==> config.mk <==
export PLATFORM = sky130hd
export DESIGN_NAME = owd_top
export DESIGN_NICKNAME = d
export VERILOG_FILES = /design/src/owd_pkg.sv /design/src/owd_sync.sv /design/src/owd_wb_regs.sv /design/src/owd_top.sv
export SDC_FILE = /design/constraint.sdc
export NUM_CORES = 1
export LEC_CHECK = 0
export BUFFER_PORTS_ARGS = -buffer_cell sky130_fd_sc_hd__buf_2
export CORE_AREA = 2 2 132 134
export DETAILED_ROUTE_END_ITERATION = 10
export DIE_AREA = 0 0 134 136
export GPL_TIMING_DRIVEN = 0
export MAX_ROUTING_LAYER = met4
export PLACE_DENSITY = 0.68
export RECOVER_POWER = 25
export SETUP_SLACK_MARGIN = 0.15
export SYNTH_ARGS = -nofsm -noshare
export SYNTH_HDL_FRONTEND = slang
export SYNTH_SLANG_ARGS = --single-unit
==> constraint.sdc <==
create_clock -name I_CLOCK -period 2.15 [get_ports I_CLOCK]
set_input_delay 0.215 -clock I_CLOCK [delete_from_list [all_inputs] [get_ports I_CLOCK]]
set_output_delay 0.215 -clock I_CLOCK [all_outputs]
set_load 0.005 [all_outputs]
==> src/owd_pkg.sv <==
package owd_pkg;

  // ---------------------------------------------------------------------
  // Option word layout
  // ---------------------------------------------------------------------
  localparam int WORD_W = 13;

  localparam int W0_POWER_BIT = 12;
  localparam int W0_PULSE_BIT = 11;
  localparam int W0_FILTER_N_BIT = 10;
  localparam int W0_RESET_PIN_BIT = 9;
  localparam int W0_WATCHDOG_BIT = 6;
  localparam int W0_OSC_HI = 5;
  localparam int W0_OSC_LO = 3;
  localparam int W0_PROT_HI = 2;
  localparam int W0_PROT_LO = 0;
  localparam logic [12:0] W0_UNUSED_MASK = 13'h0180;

  localparam int W1_SOURCE_BIT = 12;
  localparam int W1_TIMER_PIN_BIT = 11;
  localparam int W1_TRIM_HI = 10;
  localparam int W1_TRIM_LO = 4;
  localparam int W1_FREQ_HI = 3;
  localparam int W1_FREQ_LO = 2;
  localparam int W1_LVR_HI = 1;
  localparam int W1_LVR_LO = 0;

  localparam int W2_SUB_TRIM_HI = 12;
  localparam int W2_SUB_TRIM_LO = 8;
  localparam int W2_LPF_BIT = 7;
  localparam int W2_SUB_RATE_BIT = 4;
  localparam int W2_REGULATOR_BIT = 3;
  localparam logic [12:0] W2_UNUSED_MASK = 13'h0067;

  // ---------------------------------------------------------------------
  // Values the outputs show until the words are loaded
  // ---------------------------------------------------------------------
  localparam logic [12:0] W0_DEFAULT = 13'h0020;
  localparam logic [12:0] W1_DEFAULT = 13'h0000;
  localparam logic [12:0] W2_DEFAULT = 13'h0080;

  // ---------------------------------------------------------------------
  // Field codes
  // ---------------------------------------------------------------------
  localparam logic [2:0] OSC_CRYSTAL_MID_BAND = 3'h0;
  localparam logic [2:0] OSC_CRYSTAL_HIGH_BAND_ONE = 3'h1;
  localparam logic [2:0] OSC_CRYSTAL_LOW_BAND = 3'h2;
  localparam logic [2:0] OSC_RESERVED_A = 3'h3;
  localparam logic [2:0] OSC_RC_PORT_PIN = 3'h4;
  localparam logic [2:0] OSC_RC_CLOCK_OUT = 3'h5;
  localparam logic [2:0] OSC_CRYSTAL_HIGH_BAND_TWO = 3'h6;
  localparam logic [2:0] OSC_RESERVED_B = 3'h7;
  localparam logic [2:0] PROTECT_ON_CODE = 3'h7;
  localparam logic [1:0] RC_FREQ_4MHZ = 2'h0;
  localparam logic [1:0] RC_FREQ_1MHZ = 2'h1;
  localparam logic [1:0] RC_FREQ_8MHZ = 2'h2;
  localparam logic [1:0] RC_FREQ_455KHZ = 2'h3;
  localparam logic [1:0] LVR_OFF = 2'h0;

  // ---------------------------------------------------------------------
  // Load sequencing
  // ---------------------------------------------------------------------
  localparam logic [2:0] LOAD_SETTLE_CYCLES = 3'h4;

  typedef enum logic [1:0] {
    LD_SETTLE,
    LD_CAPTURE,
    LD_RUN
  } owd_load_state_t;

  // ---------------------------------------------------------------------
  // Register map
  // ---------------------------------------------------------------------
  localparam int ADR_W = 8;
  localparam logic [7:0] REG_RC_FREQ = 8'h00;
  localparam logic [7:0] REG_STATUS = 8'h04;
  localparam int SOFT_FREQ_HI = 7;
  localparam int SOFT_FREQ_LO = 6;
  localparam logic [1:0] SOFT_FREQ_RESET = 2'h0;
  localparam int ST_DONE_BIT = 0;
  localparam int ST_SOURCE_BIT = 1;
  localparam int ST_FREQ_HI = 3;
  localparam int ST_FREQ_LO = 2;
  localparam int ST_UNUSED_BIT = 4;

endpackage

==> src/owd_sync.sv <==
`timescale 1ns/1ps

module owd_sync #(
  parameter int W = 13
) (
  input wire logic i_clk,
  input wire logic i_rst_n,
  input wire logic [W-1:0] i_d,
  output logic [W-1:0] o_q,
  output logic o_agree
);

  logic [W-1:0] s1_reg;
  logic [W-1:0] s2_reg;
  logic [W-1:0] s3_reg;
  logic [W-1:0] q_reg;
  logic [W-1:0] q_next;
  logic agree_reg;
  logic agree_next;

  // ---------------------------------------------------------------------
  // Three stages per bit; a new level counts once stages two and three
  // agree, so a bit caught mid-change is never taken.
  // ---------------------------------------------------------------------
  genvar g;
  generate
    for (g = 0; g < W; g++) begin : g_bit
      always_comb begin
        q_next[g] = (s2_reg[g] == s3_reg[g]) ? s3_reg[g] : q_reg[g];
      end

      always_ff @(posedge i_clk or negedge i_rst_n) begin
        if (!i_rst_n) begin
          s1_reg[g] <= 1'b0;
          s2_reg[g] <= 1'b0;
          s3_reg[g] <= 1'b0;
          q_reg[g] <= 1'b0;
        end else begin
          s1_reg[g] <= i_d[g];
          s2_reg[g] <= s1_reg[g];
          s3_reg[g] <= s2_reg[g];
          q_reg[g] <= q_next[g];
        end
      end
    end
  endgenerate

  always_comb begin
    agree_next = (s2_reg == s3_reg);
  end

  always_ff @(posedge i_clk or negedge i_rst_n) begin
    if (!i_rst_n) begin
      agree_reg <= 1'b0;
    end else begin
      agree_reg <= agree_next;
    end
  end

  assign o_q = q_reg;
  assign o_agree = agree_reg;

endmodule // owd_sync

==> src/owd_wb_regs.sv <==
`timescale 1ns/1ps

module owd_wb_regs (
  input wire logic i_clk,
  input wire logic i_rst_n,
  input wire logic i_cyc,
  input wire logic i_stb,
  input wire logic i_we,
  input wire logic [7:0] i_adr,
  input wire logic [3:0] i_sel,
  input wire logic [31:0] i_dat,
  input wire logic i_load_done,
  input wire logic i_source_select,
  input wire logic [1:0] i_freq_effective,
  input wire logic i_unused_set,
  output logic o_ack,
  output logic [31:0] o_dat,
  output logic [1:0] o_soft_freq
);

  logic ack_reg;
  logic ack_next;
  logic [31:0] dat_reg;
  logic [31:0] dat_next;
  logic [1:0] soft_freq_reg;
  logic [1:0] soft_freq_next;
  logic req;

  // ---------------------------------------------------------------------
  // Classic cycle: ack one cycle after the request, dropped after one.
  // Only the run-time frequency byte and a status word are mapped; the
  // option words themselves never appear on this bus.
  // ---------------------------------------------------------------------
  always_comb begin
    req = i_cyc && i_stb && !ack_reg;
    ack_next = req;
    dat_next = 32'h0000_0000;
    soft_freq_next = soft_freq_reg;
    if (req && i_we && i_sel[0] && (i_adr == owd_pkg::REG_RC_FREQ)) begin
      soft_freq_next = i_dat[owd_pkg::SOFT_FREQ_HI:owd_pkg::SOFT_FREQ_LO];
    end
    if (req && !i_we) begin
      case (i_adr)
        owd_pkg::REG_RC_FREQ: begin
          dat_next[owd_pkg::SOFT_FREQ_HI:owd_pkg::SOFT_FREQ_LO] =
            soft_freq_reg;
        end
        owd_pkg::REG_STATUS: begin
          dat_next[owd_pkg::ST_DONE_BIT] = i_load_done;
          dat_next[owd_pkg::ST_SOURCE_BIT] = i_source_select;
          dat_next[owd_pkg::ST_FREQ_HI:owd_pkg::ST_FREQ_LO] =
            i_freq_effective;
          dat_next[owd_pkg::ST_UNUSED_BIT] = i_unused_set;
        end
        default: begin
          dat_next = 32'h0000_0000;
        end
      endcase
    end
  end

  always_ff @(posedge i_clk or negedge i_rst_n) begin
    if (!i_rst_n) begin
      ack_reg <= 1'b0;
      dat_reg <= 32'h0000_0000;
      soft_freq_reg <= owd_pkg::SOFT_FREQ_RESET;
    end else begin
      ack_reg <= ack_next;
      dat_reg <= dat_next;
      soft_freq_reg <= soft_freq_next;
    end
  end

  assign o_ack = ack_reg;
  assign o_dat = dat_reg;
  assign o_soft_freq = soft_freq_reg;
endmodule // owd_wb_regs

==> src/owd_top.sv <==
// Decided for this implementation: the Wishbone interface to the registers and the register offsets.
`timescale 1ns/1ps

module owd_top (
  input wire logic I_CLOCK,
  input wire logic I_RST_N,
  input wire logic [12:0] I_OPTION_WORD0,
  input wire logic [12:0] I_OPTION_WORD1,
  input wire logic [12:0] I_OPTION_WORD2,
  input wire logic I_WB_CYC,
  input wire logic I_WB_STB,
  input wire logic I_WB_WE,
  input wire logic [7:0] I_WB_ADR,
  input wire logic [3:0] I_WB_SEL,
  input wire logic [31:0] I_WB_DAT,
  output logic O_WB_ACK,
  output logic [31:0] O_WB_DAT,
  output logic O_LOAD_DONE,
  output logic O_POWER_MODE_SELECT,
  output logic O_NOISE_PULSE_WIDTH_SELECT,
  output logic O_NOISE_FILTER_ENABLE_N,
  output logic O_RESET_PIN_ASSIGN,
  output logic O_WATCHDOG_ON,
  output logic [2:0] O_OSCILLATOR_MODE_FIELD,
  output logic O_INTERNAL_RC_OSCILLATOR,
  output logic O_RC_CLOCK_OUTPUT,
  output logic O_OSC_MODE_RESERVED,
  output logic O_CODE_PROTECT_ON,
  output logic O_RC_FREQ_SOURCE_SELECT,
  output logic O_TIMER_CLOCK_PIN_ASSIGN,
  output logic [6:0] O_RC_TRIM_CODE,
  output logic [1:0] O_RC_FREQ_FIELD,
  output logic [1:0] O_LOW_VOLTAGE_RESET_LEVEL,
  output logic [4:0] O_SUB_CLOCK_TRIM_CODE,
  output logic O_INPUT_FILTER_STRENGTH,
  output logic O_SUB_CLOCK_RATE_SELECT,
  output logic O_RC_REGULATOR_ON,
  output logic O_UNUSED_BITS_SET
);

  localparam int W = owd_pkg::WORD_W;

  logic [3*W-1:0] raw_words;
  logic [3*W-1:0] sync_words;
  logic sync_agree;
  logic [1:0] soft_freq;

  owd_pkg::owd_load_state_t state_reg;
  owd_pkg::owd_load_state_t state_next;
  logic [2:0] settle_reg;
  logic [2:0] settle_next;
  logic done_reg;
  logic done_next;

  logic [W-1:0] w0_reg;
  logic [W-1:0] w0_next;
  logic [W-1:0] w1_reg;
  logic [W-1:0] w1_next;
  logic [W-1:0] w2_reg;
  logic [W-1:0] w2_next;

  logic [1:0] freq_reg;
  logic [1:0] freq_next;

  // ---------------------------------------------------------------------
  // Option words from the nonvolatile array
  // ---------------------------------------------------------------------
  assign raw_words = {I_OPTION_WORD2, I_OPTION_WORD1, I_OPTION_WORD0};

  owd_sync #(
    .W(3 * W)
  ) u_sync (
    .i_clk(I_CLOCK),
    .i_rst_n(I_RST_N),
    .i_d(raw_words),
    .o_q(sync_words),
    .o_agree(sync_agree)
  );

  // ---------------------------------------------------------------------
  // Load sequencer
  // ---------------------------------------------------------------------
  // The words cannot be caught by the asynchronous reset itself, so they
  // are taken once after release and then frozen until the next reset.
  always_comb begin
    state_next = state_reg;
    settle_next = settle_reg;
    done_next = done_reg;
    w0_next = w0_reg;
    w1_next = w1_reg;
    w2_next = w2_reg;
    case (state_reg)
      owd_pkg::LD_SETTLE: begin
        settle_next = settle_reg + 3'h1;
        if (settle_reg == owd_pkg::LOAD_SETTLE_CYCLES - 3'h1) begin
          state_next = owd_pkg::LD_CAPTURE;
        end
      end
      owd_pkg::LD_CAPTURE: begin
        if (sync_agree) begin
          w0_next = sync_words[W-1:0];
          w1_next = sync_words[2*W-1:W];
          w2_next = sync_words[3*W-1:2*W];
          done_next = 1'b1;
          state_next = owd_pkg::LD_RUN;
        end
      end
      owd_pkg::LD_RUN: begin
        state_next = owd_pkg::LD_RUN;
      end
      default: begin
        state_next = owd_pkg::LD_SETTLE;
      end
    endcase
  end

  always_ff @(posedge I_CLOCK or negedge I_RST_N) begin
    if (!I_RST_N) begin
      state_reg <= owd_pkg::LD_SETTLE;
      settle_reg <= 3'h0;
      done_reg <= 1'b0;
      w0_reg <= owd_pkg::W0_DEFAULT;
      w1_reg <= owd_pkg::W1_DEFAULT;
      w2_reg <= owd_pkg::W2_DEFAULT;
    end else begin
      state_reg <= state_next;
      settle_reg <= settle_next;
      done_reg <= done_next;
      w0_reg <= w0_next;
      w1_reg <= w1_next;
      w2_reg <= w2_next;
    end
  end

  // ---------------------------------------------------------------------
  // Decoded settings
  // ---------------------------------------------------------------------
  // Plain fields are slices of the held words; outputs other than O_LOAD_DONE, O_RC_FREQ_FIELD, the bus and the derived flags below map to word bits.
  assign O_LOAD_DONE = done_reg;
  assign O_POWER_MODE_SELECT = w0_reg[owd_pkg::W0_POWER_BIT];
  assign O_NOISE_PULSE_WIDTH_SELECT = w0_reg[owd_pkg::W0_PULSE_BIT];
  assign O_NOISE_FILTER_ENABLE_N = w0_reg[owd_pkg::W0_FILTER_N_BIT];
  assign O_RESET_PIN_ASSIGN = w0_reg[owd_pkg::W0_RESET_PIN_BIT];
  assign O_WATCHDOG_ON = w0_reg[owd_pkg::W0_WATCHDOG_BIT];
  assign O_OSCILLATOR_MODE_FIELD =
    w0_reg[owd_pkg::W0_OSC_HI:owd_pkg::W0_OSC_LO];
  assign O_RC_FREQ_SOURCE_SELECT = w1_reg[owd_pkg::W1_SOURCE_BIT];
  assign O_TIMER_CLOCK_PIN_ASSIGN = w1_reg[owd_pkg::W1_TIMER_PIN_BIT];
  assign O_RC_TRIM_CODE =
    w1_reg[owd_pkg::W1_TRIM_HI:owd_pkg::W1_TRIM_LO];
  assign O_LOW_VOLTAGE_RESET_LEVEL =
    w1_reg[owd_pkg::W1_LVR_HI:owd_pkg::W1_LVR_LO];
  assign O_SUB_CLOCK_TRIM_CODE =
    w2_reg[owd_pkg::W2_SUB_TRIM_HI:owd_pkg::W2_SUB_TRIM_LO];
  assign O_INPUT_FILTER_STRENGTH = w2_reg[owd_pkg::W2_LPF_BIT];
  assign O_SUB_CLOCK_RATE_SELECT = w2_reg[owd_pkg::W2_SUB_RATE_BIT];
  assign O_RC_REGULATOR_ON = w2_reg[owd_pkg::W2_REGULATOR_BIT];

  // Derived flags are registered from the next word values so that they
  // line up with the slices above to the cycle.
  logic rc_osc_reg;
  logic rc_osc_next;
  logic rc_out_reg;
  logic rc_out_next;
  logic osc_rsv_reg;
  logic osc_rsv_next;
  logic prot_reg;
  logic prot_next;
  logic unused_reg;
  logic unused_next;

  always_comb begin
    rc_osc_next = (w0_next[owd_pkg::W0_OSC_HI:owd_pkg::W0_OSC_LO] ==
                   owd_pkg::OSC_RC_PORT_PIN) ||
                  (w0_next[owd_pkg::W0_OSC_HI:owd_pkg::W0_OSC_LO] ==
                   owd_pkg::OSC_RC_CLOCK_OUT);
    rc_out_next = (w0_next[owd_pkg::W0_OSC_HI:owd_pkg::W0_OSC_LO] ==
                   owd_pkg::OSC_RC_CLOCK_OUT);
    osc_rsv_next = (w0_next[owd_pkg::W0_OSC_HI:owd_pkg::W0_OSC_LO] ==
                    owd_pkg::OSC_RESERVED_A) ||
                   (w0_next[owd_pkg::W0_OSC_HI:owd_pkg::W0_OSC_LO] ==
                    owd_pkg::OSC_RESERVED_B);
    // Only the full all-ones pattern locks readout; a partly programmed
    // field is treated as unprotected.
    prot_next = (w0_next[owd_pkg::W0_PROT_HI:owd_pkg::W0_PROT_LO] ==
                 owd_pkg::PROTECT_ON_CODE);
    // Spare bits are flagged, not acted on, so a bad programmer shows up.
    unused_next = |(w0_next & owd_pkg::W0_UNUSED_MASK) ||
                  |(w2_next & owd_pkg::W2_UNUSED_MASK);
  end

  always_ff @(posedge I_CLOCK or negedge I_RST_N) begin
    if (!I_RST_N) begin
      rc_osc_reg <= 1'b1;
      rc_out_reg <= 1'b0;
      osc_rsv_reg <= 1'b0;
      prot_reg <= 1'b0;
      unused_reg <= 1'b0;
    end else begin
      rc_osc_reg <= rc_osc_next;
      rc_out_reg <= rc_out_next;
      osc_rsv_reg <= osc_rsv_next;
      prot_reg <= prot_next;
      unused_reg <= unused_next;
    end
  end

  assign O_INTERNAL_RC_OSCILLATOR = rc_osc_reg;
  assign O_RC_CLOCK_OUTPUT = rc_out_reg;
  assign O_OSC_MODE_RESERVED = osc_rsv_reg;
  assign O_CODE_PROTECT_ON = prot_reg;
  assign O_UNUSED_BITS_SET = unused_reg;

  // ---------------------------------------------------------------------
  // RC frequency: option field, or the run-time register when selected
  // ---------------------------------------------------------------------
  always_comb begin
    if (w1_next[owd_pkg::W1_SOURCE_BIT]) begin
      freq_next = soft_freq;
    end else begin
      freq_next = w1_next[owd_pkg::W1_FREQ_HI:owd_pkg::W1_FREQ_LO];
    end
  end

  always_ff @(posedge I_CLOCK or negedge I_RST_N) begin
    if (!I_RST_N) begin
      freq_reg <= owd_pkg::RC_FREQ_4MHZ;
    end else begin
      freq_reg <= freq_next;
    end
  end

  assign O_RC_FREQ_FIELD = freq_reg;

  // ---------------------------------------------------------------------
  // Register bus
  // ---------------------------------------------------------------------
  owd_wb_regs u_regs (
    .i_clk(I_CLOCK),
    .i_rst_n(I_RST_N),
    .i_cyc(I_WB_CYC),
    .i_stb(I_WB_STB),
    .i_we(I_WB_WE),
    .i_adr(I_WB_ADR),
    .i_sel(I_WB_SEL),
    .i_dat(I_WB_DAT),
    .i_load_done(done_reg),
    .i_source_select(w1_reg[owd_pkg::W1_SOURCE_BIT]),
    .i_freq_effective(freq_reg),
    .i_unused_set(unused_reg),
    .o_ack(O_WB_ACK),
    .o_dat(O_WB_DAT),
    .o_soft_freq(soft_freq)
  );
endmodule // owd_top

# ---- Yosys cells after proc, flatten, opt, wreduce, memory -nomap -nowiden
# Cells that the tools add are included.
dict set report word_totals {
  reg_bits 220
  inputBits 88
  word_cells 257
}
dict set report op_classes {
  addsub 1
  n_eq_ne 51
  muxes 13
  n_reduce_logical 17
}
# op n
set op_table {}
lappend op_table {{$eq A1 B1 Y1} 39}
lappend op_table {{$eq A39 B39 Y1} 1}
lappend op_table {{$mux W13} 2}
lappend op_table {{$mux W9} 2}
lappend op_table {{$mux W7} 2}
lappend op_table {{$eq A3 B3 Y1 const B} 4}
lappend op_table {{$eq A8 B3 Y1 const B} 1}
lappend op_table {{$logic_not A8 Y1} 1}
lappend op_table {{$mux W2} 4}
lappend op_table {{$mux W8} 1}
lappend op_table {{$eq A3 B2 Y1 const B} 2}
lappend op_table {{$logic_and A1 B1 Y1} 6}
lappend op_table {{$pmux W2 S3} 1}
lappend op_table {{$mux W5} 1}
lappend op_table {{$reduce_or A5 Y1} 1}
lappend op_table {{$reduce_and A2 Y1} 2}
lappend op_table {{$add A3 B1 Y3 const B} 1}
lappend op_table {{$logic_or A1 B1 Y1} 3}
lappend op_table {{$eq A2 B1 Y1 const B} 1}
lappend op_table {{$eq A2 B2 Y1 const B} 1}
lappend op_table {{$logic_not A1 Y1} 2}
lappend op_table {{$logic_not A2 Y1} 1}
lappend op_table {{$ne A2 B1 Y1 const B} 1}
lappend op_table {{$ne A2 B2 Y1 const B} 1}
lappend op_table {{$reduce_or A2 Y1} 1}

# ---- Depth between registers and ports, before layout
# Gate-level depths: netlist (run 1).
dict set report logic_depth {
  ltp_word 5
  ltp_mapped 7
  mapped_depth_nobuf 6
}

# ---- Modules after synthesis
# Synthesis (run 1) repeated with hierarchy kept, for this count alone.
dict set report hier_totals {
  hier_cells 532
  area_unflattened_um2 7574.8
}
# module n_inst cells_each area_per_inst_um2
set modules_own_cells {}
lappend modules_own_cells {owd_sync 1 248 4747.1}
lappend modules_own_cells {owd_top 1 231 2230.9}
lappend modules_own_cells {owd_wb_regs 1 53 596.8}

# ---- Worst setup path before layout (run 1)
# Ideal clock, no wire load.
dict set report synth_path {
  kind {reg-to-reg}
  from {register state_reg[0]}
  to {register unused_reg, in the netlist O_UNUSED_BITS_SET}
  setup_time_ps 139
  arrival_time_ps 1505
  t_required_ps 2011
  slack_ps 507
  path_stages_with_launch 5
  path_buffers 0
  period_less_slack_ps 1643
  path_cell_list {dfrtp_1 ha_1 nand2_4 mux2_4 or4_1}
}
dict set report synth_between {
  elab_chain_cells 4
  elab_cells_between_ends 6
  classes_between {1 x eq/ne; 2 x mux; 3 x reduce/logical}
}
# item line
set synth_rtl {}
lappend synth_rtl {{start: declaration} owd_top.sv:48} ;# owd_pkg::owd_load_state_t state_reg;
lappend synth_rtl {{start signal: assignment} owd_top.sv:119} ;# state_reg <= owd_pkg::LD_SETTLE;
lappend synth_rtl {{start signal: assignment} owd_top.sv:126} ;# state_reg <= state_next;
lappend synth_rtl {{$eq A2 B1 Y1} owd_top.sv:92} ;# case (state_reg)
lappend synth_rtl {{$mux W7} owd_top.sv:92}
lappend synth_rtl {{via w2_next[0]} owd_top.sv:60} ;# logic [W-1:0] w2_next;
lappend synth_rtl {{$reduce_or A5 Y1} owd_top.sv:189} ;# |(w2_next & owd_pkg::W2_UNUSED_MASK);
lappend synth_rtl {{$logic_or A1 B1 Y1} owd_top.sv:188} ;# unused_next = |(w0_next & owd_pkg::W0_UNUSED_MASK) ||
lappend synth_rtl {{via unused_next} owd_top.sv:170} ;# logic unused_next;
lappend synth_rtl {{end signal: assignment} owd_top.sv:204} ;# unused_reg <= unused_next;
lappend synth_rtl {{end: declaration} owd_top.sv:169} ;# logic unused_reg;
# The timed path passes the listed nets, and every way through them passes these cells.
# A chain may end at the register's enable or synchronous reset.

# ---- Worst setup path after layout (run 1)
dict set report layout_path {
  from {register state_reg[0]}
  to {register w2_reg[1]}
}
dict set report layout_between {
  elab_chain_cells 2
}
# item line
set layout_rtl {}
lappend layout_rtl {{$eq A2 B1 Y1} owd_top.sv:92}
lappend layout_rtl {{$mux W7} owd_top.sv:92}
lappend layout_rtl {{via w2_next[1]} owd_top.sv:60}
lappend layout_rtl {{end signal: assignment} owd_top.sv:124} ;# w2_reg <= owd_pkg::W2_DEFAULT;
lappend layout_rtl {{end signal: assignment} owd_top.sv:131} ;# w2_reg <= w2_next;
lappend layout_rtl {{end: declaration} owd_top.sv:59} ;# logic [W-1:0] w2_reg;
# The timed path passes the listed nets, and every way through them passes these cells.

==> results of run 1 <==
-- logic make-up after synthesis --
family                   Yosys count  share of synthesized area, %
flip-flops                       219                          73.8
XOR/XNOR                          40                          4.71
multiplexers                      45                          6.87
adder cells (fa/ha/maj)           43                          5.93
other                              1                        0.0505
AO/OA/AOI/OAI                      7                         0.556
buffers and inverters             52                          4.81
AND/OR/NAND/NOR                   39                          3.28
-- placed cells by master, fill, tap and decap left out, types with 3 or more instances in the layout --
master	count
inv_1	6
nor3_1	4
mux2i_1	3
dfstp_2	3
buf_4	43
maj3_1	39
and2_1	9
dlygate4sd3_1	43
conb_1	25
clkbuf_1	7
mux2_2	40
xnor2_1	8
xor2_1	32
o21ai_0	4
nand4_1	4
clkbuf_8	4
bufinv_16	3
dfrtp_1	216
clkinv_2	5
clkbuf_16	23
buf_2	93
ha_1	4
nor4_1	10
-- through the flow --
step	power, mW	util [%]	worst slack (ns)	instance area, µm²	hold WS (ns)
floorplan	4.71	-	0.507	7520	-0.0806
global placement	4.89	49.1	-2.64	8290	0.322
detailed placement	4.93	49.3	0.150	8330	0.324
CTS	9.09	56.6	0.169	9560	0.00105
global route	9.34	56.6	0.166	9550	0.00812
finish	8.96	56.6	0.249	9550	0.0247
-- layer usage --
| metal | share of wire [%] | wire, µm | track usage, % |
|---|---|---|---|
| met5 | 0 | 0 | - |
| met4 | 1.7 | 210 | 4.96 |
| met3 | 4.8 | 586 | 2.76 |
| met2 | 51 | 6210 | 24.4 |
| met1 | 43 | 5230 | 18.1 |
-- worst min-delay path by stage --
stage / end / start / slack, ns
after floorplan: O_CODE_PROTECT_ON$_DFF_PN0_ / I_RST_N / -0.08
after global placement: u_sync.s1_reg[37]$_DFF_PN0_ / I_OPTION_WORD2[11] / 0.32
after detailed placement: u_sync.s1_reg[4]$_DFF_PN0_ / I_OPTION_WORD0[4] / 0.32
after CTS: u_regs.o_ack$_DFF_PN0_ / I_WB_STB / 0.001
after global routing: u_regs.o_ack$_DFF_PN0_ / I_WB_STB / 0.008
final: u_regs.o_ack$_DFF_PN0_ / I_WB_STB / 0.02
-- report_power, final --
group	total, mW	internal (mW)	leakage, nW	switching (mW)
Combinational	0.447	0.240	1.64	0.207
Sequential	4.46	4.33	2.68	0.132
Clock	4.05	2.48	0.395	1.57
-- synth_stat cells --
cell	n
a21oi_1	1
and2_1	9
and3_1	1
and3b_1	1
buf_2	4
buf_4	42
conb_1	1
dfrtp_1	216
dfstp_2	3
ha_1	4
inv_1	6
maj3_1	39
mux2_2	40
mux2_4	2
mux2i_1	3
nand2_1	2
nand2_4	1
nand2b_1	2
nand3_1	1
nand3b_1	1
nand4_1	4
nor2b_1	1
nor3_1	4
nor3b_1	1
nor4_1	10
o21a_1	1
o21ai_0	4
o41ai_1	1
or4_1	1
xnor2_1	8
xor2_1	32
-- worst reg2reg max path, delay by kind of cell, from the launching register on --
family | cells | cell delay (ns)
adder cells (fa/ha/maj) | 1 | 0.24
buffers and inverters | 2 | 0.61
flip-flops | 1 | 0.39
multiplexers | 1 | 0.37
AND/OR/NAND/NOR | 1 | 0.15
-- layout make-up --
class	count	area, µm²
clock inverter	13	160
inverter	6	22.5
clock buffer	29	638
buffer	46	340
timing repair buffer	141	947
sequential	219	5480
tap	225	282
multi-input combinational	199	1680
fill	1348	7320
-- repair_timing --
item,CTS,global route
hold buffers,43,0
endpoints found under the hold margin,152,0
setup endpoints to repair,9,8
resized for setup,1,1
pin swaps,0,0
==> flow_metrics.tcl, run 1 <==
set metrics [dict create \
    vias 3831 \
    synth-seq-area-share_pct 73.8 \
    setup_tns_ns 0 \
    cp.required_ns 2.52 \
    reg2reg_depth 5 \
    critPathBufInv 2 \
    clkTransAtPathRegs_ns 0.06 \
    power_density_nw_per_um2 937 \
    routed_wl_um 12200 \
    viasPerCell 4.36 \
    wl_per_cell_um 13.9 \
    power_leakage_nw 4.72 \
    dr.pass1.iters 4 \
    die_h_um 136 \
    setup_viol 0 \
    r2r_end "w2_reg[1]$_DFF_PN0_" \
    cts_root_buf "clkbuf_16" \
    max_freq_ghz 0.526 \
    stdcell_count 878 \
    grt_use_total_pct 14.6 \
    cp-endpoint "w2_reg[1]$_DFF_PN0_" \
    clk_latency_ns 0.50 \
    vdd_drop_max_mv 0.527 \
    synth_top_area_share_pct 72.7 \
    pin_count 156 \
    drc 0 \
    synth.distinct_cells 31 \
    outcome "complete, no violations" \
    critPathLaunchType "flop" \
    areaGrowthSynthToFinish_pct 28.6 \
    cts_max_level 1 \
    place_inst 793 \
    dieArea_um2 18200 \
    antenna_cells 0 \
    worstSetupPathType "reg2reg" \
    crit_cells 5 \
    finalHoldViolCount 0 \
    min_period_over_period_pct 88.4 \
    antenna_found_initial 0 \
    grt_pass1_wl_um 20600 \
    dieWidth_um 134 \
    cts_tree "built" \
    fin_skew_ns 0.0211 \
    slew_headroom_pct 45.9 \
    synth_area_um2 7430 \
    core_um2 16900 \
    start_util_pct 44.0 \
    place_congestion 0.739 \
    nets 728 \
    endpoint_kind "flop" \
    grt_max_degree 114 \
    clockBufferDepth 3 \
    cp-startpoint "state_reg[0]$_DFFE_PN0P_" \
    drt_iter0_drc 144 \
    min_path_type "in2reg" \
    grt_pass1_vias 4176 \
    cts_sinks 219 \
    slowest_stage "dfrtp_1" \
    hold_depth 2 \
    numCtsBuffers 23 \
    report.final.slew_viol_count 0 \
    synth.avg_cell_area_um2 16.7 \
    critPathMaxStageDelay_ns 0.39 \
    rsz0062_at_grt "false" \
    worst_slew_pin_slew_ns 0.812 \
    timing.rr.start "state_reg[0]$_DFFE_PN0P_" \
    arrival_ns 2.27 \
    maxCapViolations 0 \
    worstPathCellList "ha_1, nand2_4, buf_2, clkbuf_4, mux2_2" \
    dpl.hpwl_um 7910 \
    drtAntennaViolNets 0 \
    cp_max_fo 10 \
    fin_crit_ns 1.90 \
    synth_top_area_cell "dfrtp_1" \
    syn_inst 446 \
    post_cts_buffers 0 \
    grt_remaining_overflow 0 \
    yosys_warnings 0 \
    io_buffers 97 \
    yosys-top-cells-area "dfrtp_1 73%, mux2_2 6.1%, maj3_1 5.3%, buf_4 4.2%, xor2_1 3.8%" \
    rrSetupSlack_ns 0.25 \
    row_count 48 \
    synth-seq-cells 219 \
    layout-drive-gt1-share_pct 34.5 \
    cp_top_family "buffers and inverters" \
]
(Power assumes the default switching activity.)
==> run 2, diff against run 1 <==
==> constraint.sdc (replaced) <==
create_clock -name I_CLOCK -period 2.15 [get_ports I_CLOCK]
set_input_delay 0.1075 -clock I_CLOCK [delete_from_list [all_inputs] [get_ports I_CLOCK]]
set_output_delay 0.1075 -clock I_CLOCK [all_outputs]
set_load 0.005 [all_outputs]
==> run 2 against run 1 <==
Combinational power increased by 1%. Setup slack improved by 0.0020 ns. Clock power about the same. Final area increased by 0.42%. Critical path type unchanged. Highest routed layer unchanged.
==> flow_metrics.tcl, run 2 (same netlist as run 1, synthesis figures left out) <==
set metrics [dict create \
    outcome "complete, no violations" \
    dpl.hpwl_um 7910 \
    stdcell_count 882 \
    die_h_um 136 \
    rrSetupSlack_ns 0.25 \
    drc 0 \
    finalHoldViolCount 0 \
    swShare_pct 21.3 \
    worst_slew_pin_slew_ns 0.813 \
    rsz0062_at_grt "false" \
    grt_pass1_wl_um 20700 \
    setup_ws_ns 0.251 \
    layout-drive-gt1-share_pct 34.2 \
    netSwitchingPower_mw 1.91 \
    place_inst 793 \
    cts_tree "built" \
    routed_wl_um 12300 \
    grt_max_degree 114 \
    cp_max_fo 10 \
    grt_remaining_overflow 0 \
    power_density_nw_per_um2 934 \
    hold_depth 4 \
    fillers 1346 \
    r2r_end "w2_reg[1]$_DFF_PN0_" \
    min_path_type "in2reg" \
    clk_latency_ns 0.50 \
    fin_skew_ns 0.0220 \
    cp.required_ns 2.52 \
    cp-endpoint "w2_reg[1]$_DFF_PN0_" \
    layout_commonest_cell "dfrtp_1" \
    cp-startpoint "state_reg[0]$_DFFE_PN0P_" \
    antenna_found_initial 0 \
    fin_crit_ns 1.90 \
    dieArea_um2 18200 \
    drtAntennaViolNets 0 \
    setup_tns_ns 0 \
    core_um2 16900 \
    row_count 48 \
    reg2reg_depth 5 \
    numCtsBuffers 23 \
    cts_sinks 219 \
    report.final.slew_viol_count 0 \
    grt_use_total_pct 14.7 \
    clockBufferDepth 3 \
    holdWs_ns 0.0860 \
    timing.rr.start "state_reg[0]$_DFFE_PN0P_" \
    register_area_um2 5480 \
    grt_pass1_vias 4189 \
    pin_count 156 \
    io_buffers 97 \
    final_util_pct 56.9 \
    nets 732 \
    maxCapViolations 0 \
    antenna_cells 0 \
    combPwrFrac_pct 5.0 \
    critPathLaunchType "flop" \
    place_congestion 0.739 \
    setup_viol 0 \
    vias 3850 \
    wl_per_cell_um 14.0 \
    areaGrowthSynthToFinish_pct 29.1 \
    place_ws_ns 0.150 \
    clkTransAtPathRegs_ns 0.06 \
    drt_iter0_drc 136 \
    endpoint_kind "flop" \
    p_int_mw 7.05 \
    power_leakage_nw 4.74 \
    dr.pass1.iters 4 \
    vdd_drop_max_mv 0.527 \
    min_period_over_period_pct 88.3 \
    final_cell_mix "216 x dfrtp_1, 93 x buf_2, 47 x dlygate4sd3_1, 43 x buf_4, 40 x mux2_2" \
    worstSetupPathType "reg2reg" \
    clock_power_share_pct 45.2 \
    max_freq_ghz 0.526 \
    viasPerCell 4.37 \
    slew_headroom_pct 45.8 \
    sequentialPowerShare_pct 49.7 \
    dieWidth_um 134 \
    arrival_ns 2.27 \
    cts_max_level 1 \
    start_util_pct 44.0 \
    multi_input_area_um2 1680 \
    cts_root_buf "clkbuf_16" \
]
[run 2: metrics by stage]
stage	power (mW)	cell area [µm²]
after floorplan	4.71	7520
after global placement	4.89	8290
after detailed placement	4.93	8330
after CTS	9.10	9600
after global routing	9.35	9590
final	8.96	9590
[run 2: how the worst min path moves through the flow]
stage                                   from                           endpoint
final                            I_WB_SEL[0]  u_regs.o_soft_freq[0]$_DFFE_PN0P_
after global routing             I_WB_SEL[0]  u_regs.o_soft_freq[0]$_DFFE_PN0P_
after CTS                        I_WB_SEL[0]  u_regs.o_soft_freq[0]$_DFFE_PN0P_
after detailed placement   I_OPTION_WORD0[4]         u_sync.s1_reg[4]$_DFF_PN0_
after global placement    I_OPTION_WORD2[11]        u_sync.s1_reg[37]$_DFF_PN0_
after floorplan                      I_RST_N        O_CODE_PROTECT_ON$_DFF_PN0_
[run 2: critical path, stage by stage, from the launching register on]
cell and delay, ns:
dfrtp_1 0.39, ha_1 0.24, nand2_4 0.15, buf_2 0.29
clkbuf_4 0.32, mux2_2 0.36
[run 2: power groups by stage]
| stage | registers (mW) | logic, mW | clock network, mW |
|---|---|---|---|
| after global routing | 4.48 | 0.512 | 4.36 |
| after CTS | 4.46 | 0.461 | 4.18 |
| after detailed placement | 4.53 | 0.394 | 0 |
| final | 4.46 | 0.452 | 4.05 |
| after floorplan | 4.49 | 0.219 | 0 |
| after global placement | 4.52 | 0.368 | 0 |
[run 2: cell type report]
cell class	count	share of cell area [%]
clock buffers	29	6.65
inverters	6	0.235
clock inverters	13	1.67
plain buffers	46	3.55
flip-flops and latches	219	57.2
well taps	225	2.93
repair buffers	145	10.3
multi-input cells	199	17.5
[run 2: repair_timing]
| item | CTS | global route |
|---|---|---|
| endpoints found under the hold margin | 159 | 0 |
| endpoints found under the setup margin | 9 | 8 |
| buffers inserted | 0 | 0 |
| resized for setup | 1 | 1 |
| hold buffers | 47 | 0 |
[run 2: layer usage]
| layer | wire (µm) | up-vias | GRT usage (%) |
|---|---|---|---|
| li1 | - | 1829 | - |
| met1 | 5240 | 1909 | 18.1 |
| met2 | 6260 | 91 | 24.6 |
| met3 | 599 | 21 | 2.76 |
| met4 | 216 | 0 | 4.96 |
| met5 | 0 | - | - |
